<file path="src/srr_pkg.sv">
// Package of constants and carrier types for the status reporting registers
package srr_pkg;

   // ==========================================================
   // Register indices on the register access port
   localparam logic [2:0] SRR_IDX_OPER_COND = 3'h0;
   localparam logic [2:0] SRR_IDX_OPER_EVENT = 3'h1;
   localparam logic [2:0] SRR_IDX_OPER_ENABLE = 3'h2;
   localparam logic [2:0] SRR_IDX_QUES_COND = 3'h3;
   localparam logic [2:0] SRR_IDX_QUES_EVENT = 3'h4;
   localparam logic [2:0] SRR_IDX_QUES_ENABLE = 3'h5;
   localparam logic [2:0] SRR_IDX_STATUS_BYTE = 3'h6;
   localparam logic [2:0] SRR_IDX_SRQ_ENABLE = 3'h7;

   // ==========================================================
   // Widths
   localparam int SRR_WIDE_W = 16;
   localparam int SRR_BYTE_W = 8;

   // ==========================================================
   // Operation register bit positions
   localparam int SRR_OP_SETTLING = 1;
   localparam int SRR_OP_TRIG_WAIT = 5;
   localparam int SRR_OP_TRANS_ARMED = 6;
   localparam int SRR_OP_CONST_VOLT = 8;
   localparam int SRR_OP_TRANS_DONE = 9;
   localparam int SRR_OP_CONST_CURR = 10;
   localparam int SRR_OP_SAMPLE_DONE = 11;
   localparam int SRR_OP_LIST_DONE = 12;
   localparam int SRR_OP_LIST_RUN = 14;
   localparam logic [15:0] SRR_OP_UNUSED_MASK = 16'ha09d;

   // ==========================================================
   // Questionable register bit positions
   localparam int SRR_QU_VOLT_MODE_ERR = 0;
   localparam int SRR_QU_CURR_MODE_ERR = 1;
   localparam int SRR_QU_THERMAL = 3;
   localparam int SRR_QU_SLAVE = 6;
   localparam int SRR_QU_VOLT_PROT = 12;
   localparam int SRR_QU_CURR_PROT = 13;
   localparam int SRR_QU_SINKING = 14;
   localparam logic [15:0] SRR_QU_UNUSED_MASK = 16'h8fb4;

   // ==========================================================
   // Status byte bit positions
   localparam int SRR_SB_QUES_ERRQ = 3;
   localparam int SRR_SB_MSG_AVAIL = 4;
   localparam int SRR_SB_STD_EVENT = 5;
   localparam int SRR_SB_REQ_SERVICE = 6;
   localparam int SRR_SB_OPER = 7;
   localparam logic [7:0] SRR_SB_RQS_MASK = 8'hbf;

   // ==========================================================
   // Reset values
   localparam logic [15:0] SRR_WIDE_RST = 16'h0000;
   localparam logic [7:0] SRR_BYTE_RST = 8'h00;

   // ==========================================================
   // Carrier types
   typedef struct packed {
      logic settling;          // Measurement system settling
      logic trig_enabled;      // Trigger system enabled
      logic trig_external;     // Trigger source is the external input
      logic trig_input;        // External trigger input level
      logic transient_armed;   // Transient function enabled
      logic const_volt;        // Constant voltage mode
      logic const_curr;        // Constant current mode
      logic transient_done;    // One-cycle pulse: transient completed
      logic sample_done;       // Sample completed
      logic list_done;         // One-cycle pulse: list completed
      logic list_running;      // Programmed list in progress
      logic thermal_err;       // Thermal error detected
      logic slave_err;         // Slave fault in master/slave setup
      logic volt_prot_err;     // Voltage protection error
      logic curr_prot_err;     // Current protection error
      logic ext_reference;     // External reference enabled
      logic sinking;           // Absorbing energy from the load
      logic err_queue_busy;    // Error/event queue holds an entry
      logic out_data_avail;    // Query response waiting in output buffer
      logic std_event_summary; // Summary from standard event status
   } srr_status_t;

   typedef struct packed {
      logic rd;          // Read strobe
      logic wr;          // Write strobe
      logic [2:0] idx;   // Register index
      logic [15:0] data; // Write data
   } srr_req_t;

   typedef struct packed {
      logic valid;       // Read data valid
      logic [15:0] data; // Read data
   } srr_rsp_t;

endpackage : srr_pkg

</file>
<file path="src/srr_status_regs.sv">
// Status reporting register bank with event latching and service request
`timescale 1ns/1ps
// ==========================================================
// Overview of operation
// - No queued error and no enabled questionable event keep status bit 3 at zero.
// - Status bit 4 is set while query response data awaits reading.
// - Operation and questionable registers are 16 bits; status byte 8 bits.
// - Each condition register has an event register and an enable mask.
// - A zero-to-one condition transition latches the matching event bit.
// - Reading an event register returns it and clears all bits except those set by an edge in that cycle.
// - Any enabled questionable event bit asserts status byte bit 3.
// - Status byte ANDed with request enable except bit 6 drives bit 6.
// - The service request line is asserted while status bit 6 is one.
// - Status bit 3 is set while the error/event queue holds an entry.
// - Operation bits 0, 2-4, 7, 13 and 15 always read zero.
// - Operation bit 1 is one while measurements are settling.
// - Operation bit 5 marks trigger wait; external low input holds it.
// - Operation bit 6 is one while the transient function is armed.
// - Operation bit 8 marks constant voltage, bit 10 constant current.
// - Transient and list completion bits 9, 12 appear only as events.
// - Operation bit 11 marks sample complete, bit 14 list running.
// - Questionable bit 0 marks current mode, bit 1 voltage mode.
// - Questionable bit 3 marks thermal error, bit 6 slave fault.
// - Questionable bit 12 voltage protection, bit 13 current protection.
// - With external reference, any protection error sets both bits 12, 13.
// - Questionable bit 14 marks sinking; other unused bits read zero.

module srr_status_regs
   import srr_pkg::*;
#(
   parameter int WIDE_W = SRR_WIDE_W,
   parameter int BYTE_W = SRR_BYTE_W
)
(
   input wire logic clock,                     // 200 MHz system clock
   input wire logic rst_n,                     // Synchronous reset, active low
   input wire srr_status_t status_in,          // Instrument state inputs
   input wire srr_req_t req_in,                // Register access request
   output srr_rsp_t rsp_out,                   // Register read answer
   output logic [BYTE_W-1:0] status_byte_out,  // Serial poll response byte
   output logic srq_out                        // Service request to controller
);

   // ==========================================================
   // Helpers
   function automatic logic [15:0] rise_of(input logic [15:0] cur, input logic [15:0] prev);
      rise_of = cur & ~prev;
   endfunction : rise_of

   function automatic logic summary_of(input logic [15:0] evt, input logic [15:0] en);
      summary_of = |(evt & en);
   endfunction : summary_of

   // ==========================================================
   // State
   logic trig_hold_r;
   logic [WIDE_W-1:0] oper_prev_r;
   logic [WIDE_W-1:0] ques_prev_r;
   logic [WIDE_W-1:0] oper_event_r;
   logic [WIDE_W-1:0] ques_event_r;
   logic [WIDE_W-1:0] oper_enable_r;
   logic [WIDE_W-1:0] ques_enable_r;
   logic [BYTE_W-1:0] srq_enable_r;
   logic [BYTE_W-1:0] status_byte_r;
   logic srq_r;
   srr_rsp_t rsp_r;

   logic trig_hold_nxt;
   logic [WIDE_W-1:0] oper_event_nxt;
   logic [WIDE_W-1:0] ques_event_nxt;
   logic [BYTE_W-1:0] status_byte_nxt;
   srr_rsp_t rsp_nxt;

   // ==========================================================
   // Trigger wait flag
   wire trig_low_ext = status_in.trig_external & ~status_in.trig_input;
   wire trigger_wait_flag = status_in.trig_enabled | trig_hold_r;
   assign trig_hold_nxt = trig_low_ext & (trigger_wait_flag | trig_hold_r);

   // ==========================================================
   // Operation condition register
   logic [WIDE_W-1:0] oper_cond;
   always_comb
   begin
      oper_cond = SRR_WIDE_RST;
      oper_cond[SRR_OP_SETTLING] = status_in.settling;
      oper_cond[SRR_OP_TRIG_WAIT] = trigger_wait_flag;
      oper_cond[SRR_OP_TRANS_ARMED] = status_in.transient_armed;
      oper_cond[SRR_OP_CONST_VOLT] = status_in.const_volt;
      oper_cond[SRR_OP_CONST_CURR] = status_in.const_curr;
      oper_cond[SRR_OP_SAMPLE_DONE] = status_in.sample_done;
      oper_cond[SRR_OP_LIST_RUN] = status_in.list_running;
   end

   // ==========================================================
   // Questionable condition register
   wire any_prot = status_in.volt_prot_err | status_in.curr_prot_err;
   wire both_prot = status_in.ext_reference & any_prot;
   logic [WIDE_W-1:0] ques_cond;
   always_comb
   begin
      ques_cond = SRR_WIDE_RST;
      ques_cond[SRR_QU_VOLT_MODE_ERR] = status_in.const_curr;
      ques_cond[SRR_QU_CURR_MODE_ERR] = status_in.const_volt;
      ques_cond[SRR_QU_THERMAL] = status_in.thermal_err;
      ques_cond[SRR_QU_SLAVE] = status_in.slave_err;
      ques_cond[SRR_QU_VOLT_PROT] = status_in.volt_prot_err | both_prot;
      ques_cond[SRR_QU_CURR_PROT] = status_in.curr_prot_err | both_prot;
      ques_cond[SRR_QU_SINKING] = status_in.sinking;
   end

   // ==========================================================
   // Event latching
   // Completion pulses enter the event register directly since their
   // condition bits never read as one.
   logic [WIDE_W-1:0] oper_pulses;
   always_comb
   begin
      oper_pulses = SRR_WIDE_RST;
      oper_pulses[SRR_OP_TRANS_DONE] = status_in.transient_done;
      oper_pulses[SRR_OP_LIST_DONE] = status_in.list_done;
   end

   wire [WIDE_W-1:0] oper_rise = rise_of(oper_cond, oper_prev_r) | oper_pulses;
   wire [WIDE_W-1:0] ques_rise = rise_of(ques_cond, ques_prev_r);

   wire rd_oper_event = req_in.rd & (req_in.idx == SRR_IDX_OPER_EVENT);
   wire rd_ques_event = req_in.rd & (req_in.idx == SRR_IDX_QUES_EVENT);

   // host acknowledges by reading
   // An edge in the reading cycle survives the clear so no event is lost.
   assign oper_event_nxt = (rd_oper_event ? SRR_WIDE_RST : oper_event_r) | oper_rise;
   assign ques_event_nxt = (rd_ques_event ? SRR_WIDE_RST : ques_event_r) | ques_rise;

   // ==========================================================
   // Status byte and service request
   // enable masks gate summaries
   wire oper_summary = summary_of(oper_event_r, oper_enable_r);
   wire ques_summary = summary_of(ques_event_r, ques_enable_r);

   logic [BYTE_W-1:0] sb_base;
   always_comb
   begin
      sb_base = SRR_BYTE_RST;
      sb_base[SRR_SB_QUES_ERRQ] = ques_summary | status_in.err_queue_busy;
      sb_base[SRR_SB_MSG_AVAIL] = status_in.out_data_avail;
      sb_base[SRR_SB_STD_EVENT] = status_in.std_event_summary;
      sb_base[SRR_SB_OPER] = oper_summary;
   end

   wire req_service = |(sb_base & srq_enable_r & SRR_SB_RQS_MASK);
   always_comb
   begin
      status_byte_nxt = sb_base;
      status_byte_nxt[SRR_SB_REQ_SERVICE] = req_service;
   end

   // ==========================================================
   // Register read path
   // register widths
   logic [WIDE_W-1:0] rd_mux;
   always_comb
   begin
      case (req_in.idx)
         SRR_IDX_OPER_COND: rd_mux = oper_cond;
         SRR_IDX_OPER_EVENT: rd_mux = oper_event_r;
         SRR_IDX_OPER_ENABLE: rd_mux = oper_enable_r;
         SRR_IDX_QUES_COND: rd_mux = ques_cond;
         SRR_IDX_QUES_EVENT: rd_mux = ques_event_r;
         SRR_IDX_QUES_ENABLE: rd_mux = ques_enable_r;
         SRR_IDX_STATUS_BYTE: rd_mux = {8'h00, status_byte_r};
         SRR_IDX_SRQ_ENABLE: rd_mux = {8'h00, srq_enable_r};
         default: rd_mux = SRR_WIDE_RST;
      endcase
   end

   assign rsp_nxt = '{valid: req_in.rd, data: (req_in.rd ? rd_mux : SRR_WIDE_RST)};

   wire wr_oper_en = req_in.wr & (req_in.idx == SRR_IDX_OPER_ENABLE);
   wire wr_ques_en = req_in.wr & (req_in.idx == SRR_IDX_QUES_ENABLE);
   wire wr_srq_en = req_in.wr & (req_in.idx == SRR_IDX_SRQ_ENABLE);

   // ==========================================================
   // Flip-flops
   always_ff @(posedge clock)
   begin
      if (!rst_n)
      begin
         trig_hold_r <= 1'b0;
         oper_prev_r <= SRR_WIDE_RST;
         ques_prev_r <= SRR_WIDE_RST;
         oper_event_r <= SRR_WIDE_RST;
         ques_event_r <= SRR_WIDE_RST;
      end
      else
      begin
         trig_hold_r <= trig_hold_nxt;
         oper_prev_r <= oper_cond;
         ques_prev_r <= ques_cond;
         oper_event_r <= oper_event_nxt;
         ques_event_r <= ques_event_nxt;
      end
   end

   always_ff @(posedge clock)
   begin
      if (!rst_n)
      begin
         oper_enable_r <= SRR_WIDE_RST;
         ques_enable_r <= SRR_WIDE_RST;
         srq_enable_r <= SRR_BYTE_RST;
      end
      else
      begin
         if (wr_oper_en)
            oper_enable_r <= req_in.data;
         if (wr_ques_en)
            ques_enable_r <= req_in.data;
         if (wr_srq_en)
            srq_enable_r <= req_in.data[BYTE_W-1:0];
      end
   end

   always_ff @(posedge clock)
   begin
      if (!rst_n)
      begin
         status_byte_r <= SRR_BYTE_RST;
         srq_r <= 1'b0;
         rsp_r <= '0;
      end
      else
      begin
         status_byte_r <= status_byte_nxt;
         srq_r <= status_byte_nxt[SRR_SB_REQ_SERVICE];
         rsp_r <= rsp_nxt;
      end
   end

   assign status_byte_out = status_byte_r;
   assign srq_out = srq_r;
   assign rsp_out = rsp_r;
endmodule : srr_status_regs

</file>
<file path="config.mk">
export PLATFORM = sky130hd
export DESIGN_NAME = srr_status_regs
export DESIGN_NICKNAME = d
export VERILOG_FILES = /design/src/srr_pkg.sv /design/src/srr_status_regs.sv
export SDC_FILE = /design/constraint.sdc
export NUM_CORES = 1
export LEC_CHECK = 0
export BUFFER_PORTS_ARGS = -buffer_cell sky130_fd_sc_hd__buf_2
export CAP_MARGIN = 30
export CORE_ASPECT_RATIO = 0.7
export CORE_MARGIN = 2
export CORE_UTILIZATION = 45
export CTS_CLUSTER_SIZE = 10
export DETAILED_ROUTE_END_ITERATION = 8
export GPL_ROUTABILITY_DRIVEN = 0
export PLACE_DENSITY_LB_ADDON = 0.05
export SLEW_MARGIN = 0
export SYNTH_ARGS = -nofsm -noshare
export SYNTH_HDL_FRONTEND = slang
export SYNTH_SLANG_ARGS = --single-unit
</file>
<file path="constraint.sdc">
create_clock -name clock -period 1.4 [get_ports clock]
set_input_delay 0.14 -clock clock [delete_from_list [all_inputs] [get_ports clock]]
set_output_delay 0.14 -clock clock [all_outputs]
set_load 0.005 [all_outputs]
</file>
Word-level counts from Yosys, hierarchy flattened. Index checks and enable logic that the tools add are counted.

Multiplexer cells: 3. Bitwise operators: 25. Equality and inequality tests: 7. Reduce and logical (&&, ||, !) cells: 5.

Operator list (number): $pmux 16 s8 (1); $and 15x16->16 (2); $and 16x16->16 (2); $mux 16 (2); $not 16->16 (2); $or 16x16->16 (2); $reduce_or 16->1 (2); $or 16x13->16 (1); $eq 3x3->1 const B (4); $and 1x1->1 (8); $and 8x8->8 (1); $reduce_or 7->1 (1); $eq 3x2->1 const B (2); $or 1x1->1 (6); $eq 3x1->1 const B (1); $logic_not 3->1 (1); $reduce_and 2->1 (1); $not 1->1 (1).

Input port bits: 43. Register bits: 131. Word-level logic and storage cells: 55. Output and inout port bits: 26.

Logic depth before layout (Yosys ltp).
Word-level depth: 5. Gate-level depth with buffers: 7.

Least setup slack after synthesis. Ideal clock, no wire load.

Path type: reg2reg. Start: reg oper_event_r[5]. End: reg status_byte_r[6] (netlist: status_byte_out[6]). Clock period less this slack: 1.216 ns. Buffers on the path: 0. Stages on the path, launching flop included: 5. Setup slack: 0.184 ns. Arrival: 1.082 ns. Required time: 1.266 ns. Cell sequence: dfxtp_1 > a222oi_1 > nand3_1 > a221oi_1 > o211ai_1.

Cells in the longest elaborated chain, start to end: 4.

RTL lines: from (decl) (line srr_status_regs.sv:59) `logic [WIDE_W-1:0] oper_event_r;`; from (signal assigned) (line srr_status_regs.sv:200) `oper_event_r <= oper_event_nxt;`; $and 16x16->16 (line srr_status_regs.sv:51) `summary_of = |(evt & en);`; $reduce_or 16->1 (line srr_status_regs.sv:51); $and 8x8->8 (line srr_status_regs.sv:151) `wire req_service = |(sb_base & srq_enable_r & SRR_SB_RQS_MASK);`; $reduce_or 7->1 (line srr_status_regs.sv:151); to (signal assigned) (line srr_status_regs.sv:234) `status_byte_r <= status_byte_nxt;`; to (decl) (line srr_status_regs.sv:64) `logic [BYTE_W-1:0] status_byte_r;`.

Every way passes these cells. A chain may end at the register's enable or synchronous reset.

Worst setup path in the final report.
Start: reg oper_event_r[14]. End: reg status_byte_r[6] (netlist: status_byte_out[6]).

Same word-level chain as after synthesis.

==> results.json <==
{
  "insertion_delay_ns": 0.34,
  "fin_worst_skew_ns": 0.00649,
  "floorplan.die.width_um": 115,
  "reg2reg_slack_ns": 0.06,
  "track_usage_pct": 23.7,
  "worst_path_max_delay_cell": "sky130_fd_sc_hd__dfxtp_2",
  "clockRootBuffer": "sky130_fd_sc_hd__clkbuf_16",
  "status": "complete, no violations",
  "placed_cells_incl_taps": 601,
  "hpwl_after_detailed_placement_um": 7610,
  "tritoncts": "done",
  "io-pin-count": 69,
  "worstSetupEndpoint": "status_byte_out[6]$_SDFF_PN0_",
  "post-route-util_pct": 57.0,
  "synth_top_family_by_area": "simple AND/OR/NAND/NOR gates",
  "power.net_switching_uw": 1290,
  "final_stage_net_count": 551,
  "cts_setup_buffers": 0,
  "grt_use_met3_pct": 5.90,
  "grt_setup_unrepaired": "true",
  "synth_compound_area_share_pct": 21.3,
  "timing_hold_violations_final": 0,
  "netlist.top_cell.by_area": "sky130_fd_sc_hd__dfxtp_1",
  "irDropWorstVdd_v": 0.000721,
  "count_of_final_setup_violators": 0,
  "summed_negative_setup_slack_over_all_endpoints_ns": 0,
  "final_routed_wire_length_divided_by_cell_count_um": 16.6,
  "n_antenna_cell": 0,
  "synth.ff_latch_count": 91,
  "timing.final.max_slew_violations": 0,
  "holdCritStartpoint": "status_in[0]",
  "detailroute.via_count": 3261,
  "adder_and_majority_gate_portion_of_the_synthesized_area_pct": 0,
  "p_comb_share_pct": 9.6,
  "post_synth_and_or_nand_nor_area_fraction_pct": 22.6,
  "synth.mux.area_fraction_pct": 3.71,
  "grt_pass1_wl_um": 16400,
  "cts_max_level": 3,
  "design.die.area_um2": 9320,
  "synth_seq_area_share_pct": 47.3,
  "rel_slew_slack_pct": 57.5,
  "busiest_layer": "met2",
  "critPathMaxStageDelay_ns": 0.36,
  "top_cell_types_by_occurrence_after_synthesis": "sky130_fd_sc_hd__nand2_1, sky130_fd_sc_hd__dfxtp_1, sky130_fd_sc_hd__nor2b_1",
  "yosys.area_share.xor_xnor_pct": 0,
  "global_route.usage.met2_pct": 36.2,
  "powerDensity_nw_per_um2": 1230,
  "synth.cell_area_um2": 3850,
  "detail_route.drc_violations": 0,
  "fin_worst_hold_slack_ns": 0.0224,
  "synth.top_cell.area_share_pct": 47.3,
  "clkTransAtPathRegs_ns": 0.06,
  "synthArstFlopShare_pct": 0,
  "fp-row-count": 28,
  "worstPathRequired_ns": 1.62,
  "max-cap-violations": 0,
  "core_area_um2": 8370,
  "r2r.worst_path.cells": 4,
  "timing.rr.start": "oper_event_r[14]$_SDFF_PN0_",
  "drtIter0Drc": 222,
  "dominantRegCellSynth": "sky130_fd_sc_hd__dfxtp_1",
  "port-buffer-count": 65,
  "swShare_pct": 22.1,
  "drive_gt1_share_pct": 26.6,
  "chipHeight_um": 81.4,
  "post_synth_num_cell_types": 47,
  "cts-root-to-sink-buffers": 2,
  "yosysWarningCount": 0,
  "clock_power_share_pct": 43.3,
  "critical_path_peak_fanout": 3,
  "numCtsBuffers": 9,
  "static-leakage-power_uw": 0.00193,
  "critPathLaunchType": "register",
  "vias_per_cell": 5.29,
  "firstDrtPassIters": 5,
  "met1_capacity_usage_during_global_routing_pct": 33.3,
  "number_of_antenna_violations_at_the_first_check_in_global_routing": 0,
  "synth.avg_cell_area_um2": 9.07,
  "regToRegEndpoint": "status_byte_out[6]$_SDFF_PN0_",
  "pin_count_of_the_biggest_net_entering_global_routing": 41,
  "post-route-period-util_pct": 95.8,
  "cp_data_arrival_time_ns": 1.56,
  "most_frequent_cell_after_synthesis": "sky130_fd_sc_hd__nand2_1",
  "antenna_violating_nets_remaining": 0,
  "worst_path_cell_chain": "a222oi_1, nand3_1, a221oi_2, o211ai_1",
  "setup.worst_path.start": "oper_event_r[14]$_SDFF_PN0_",
  "power.internal_uw": 4560,
  "layout_cells_excl_fill": 617,
  "pin_slew_with_the_least_headroom_to_its_limit_ns": 0.633,
  "tritoncts_num_sinks": 91,
  "count_of_flip_flops_with_a_built_in_enable_after_synthesis": 0,
  "endpoint_kind": "register",
  "postLayoutSetupSlackWorst_ns": 0.0584,
  "first_global_vias": 3096,
  "gr-total-overflow": 0,
  "drt_wl_total_um": 10300,
  "hold_path.class": "primary input to register",
  "postSynthCellCount": 424,
  "timing.setup.critical_path_class": "register to register",
  "area.growth.synth_to_final_pct": 24.1,
  "post_synth_main_area_contributors": "sky130_fd_sc_hd__dfxtp_1, sky130_fd_sc_hd__nand2_1, sky130_fd_sc_hd__nor2b_1, sky130_fd_sc_hd__a21boi_0, sky130_fd_sc_hd__a21boi_2",
  "start_util_pct": 46.0,
  "fin_crit_ns": 1.34,
  "post-place-ws_ns": -0.107,
  "seq_power_share_pct": 47.1,
  "max_freq_ghz": 0.745
}
[cells by family after synthesis]
kind of cell | Yosys count
AOI/OAI and AO/OA | 111
buffers and inverters | 33
DFF | 91
muxes | 12
other | 1
and+or+nand+nor | 176
[registers in the layout, summed over array words and instances (netlist names)]
name and cells:
oper_enable_r 16, oper_event_r 9, oper_prev_r 7, ques_enable_r 16, ques_event_r 7, ques_prev_r 5
rsp_out 17, srq_enable_r 8, status_byte_out 5, trig_hold_r 1
[cells in the final DEF (no fill, tap or decap), types with 10 or more instances in the layout]
master	synthesis	routed
sky130_fd_sc_hd__nand2_1	92	92
sky130_fd_sc_hd__dfxtp_1	91	89
sky130_fd_sc_hd__buf_2	4	65
sky130_fd_sc_hd__nor2b_1	33	33
sky130_fd_sc_hd__buf_4	8	26
sky130_fd_sc_hd__a21oi_1	20	20
sky130_fd_sc_hd__a21boi_0	16	16
sky130_fd_sc_hd__and2_1	15	15
sky130_fd_sc_hd__nor2_1	14	14
sky130_fd_sc_hd__a21boi_1	14	14
sky130_fd_sc_hd__a22oi_1	13	13
sky130_fd_sc_hd__o21ai_0	12	12
sky130_fd_sc_hd__a21boi_2	10	10
[repair_timing]
item                                    4_1_cts  5_1_grt
endpoints found under the setup margin        2        1
gates cloned                                  0        0
gates resized for setup                       1        2
hold buffers                                  1        0
pin swaps                                     0        3
hold endpoints to repair                      1        0
[through the flow]
step	power, uW	area (um^2)
final	5860	4770
after global routing	6100	4770
after CTS	5920	4770
after detailed placement	3370	4440
after global placement	3360	4440
after floorplan	3120	3850
[routing by layer]
| layer | up-vias | wire, um |
|---|---|---|
| met5 | - | 0 |
| met4 | 0 | 102 |
| met3 | 9 | 587 |
| met2 | 93 | 4470 |
| met1 | 1540 | 5110 |
| li1 | 1619 | - |
[power by group through the flow]
stage	Sequential (uW)	Combinational, uW	Clock [uW]
after global placement	2810	548	0
after CTS	2760	565	2600
after floorplan	2790	328	0
final	2760	561	2540
after detailed placement	2810	558	0
after global routing	2770	624	2710
[worst max-delay path: cells and delay by family (launching register included)]
| kind | cells | cell delay, ns |
|---|---|---|
| flip-flops | 1 | 0.36 |
| AO/OA/AOI/OAI | 3 | 0.72 |
| AND/OR/NAND/NOR | 1 | 0.15 |
[cell type report]
cell class | instances | area (um^2)
clock inverter | 2 | 60.1
sequential | 91 | 1820
inverter | 7 | 26.3
clock buffer | 13 | 250
timing repair buffer | 97 | 631
fill | 786 | 3600
multi-input combinational | 302 | 1850
tap | 105 | 131
[how the worst min path moves through the flow]
stage	end	cells after the start
6_report	status_byte_out[5]$_SDFF_PN0_	2
5_1_grt	status_byte_out[4]$_SDFF_PN0_	2
4_1_cts	status_byte_out[4]$_SDFF_PN0_	2
3_5_place_dp	trig_hold_r$_SDFF_PN0_	2
3_3_place_gp	trig_hold_r$_SDFF_PN0_	2
2_1_floorplan	trig_hold_r$_SDFF_PN0_	1
Power figures use the tool's default switching activity.
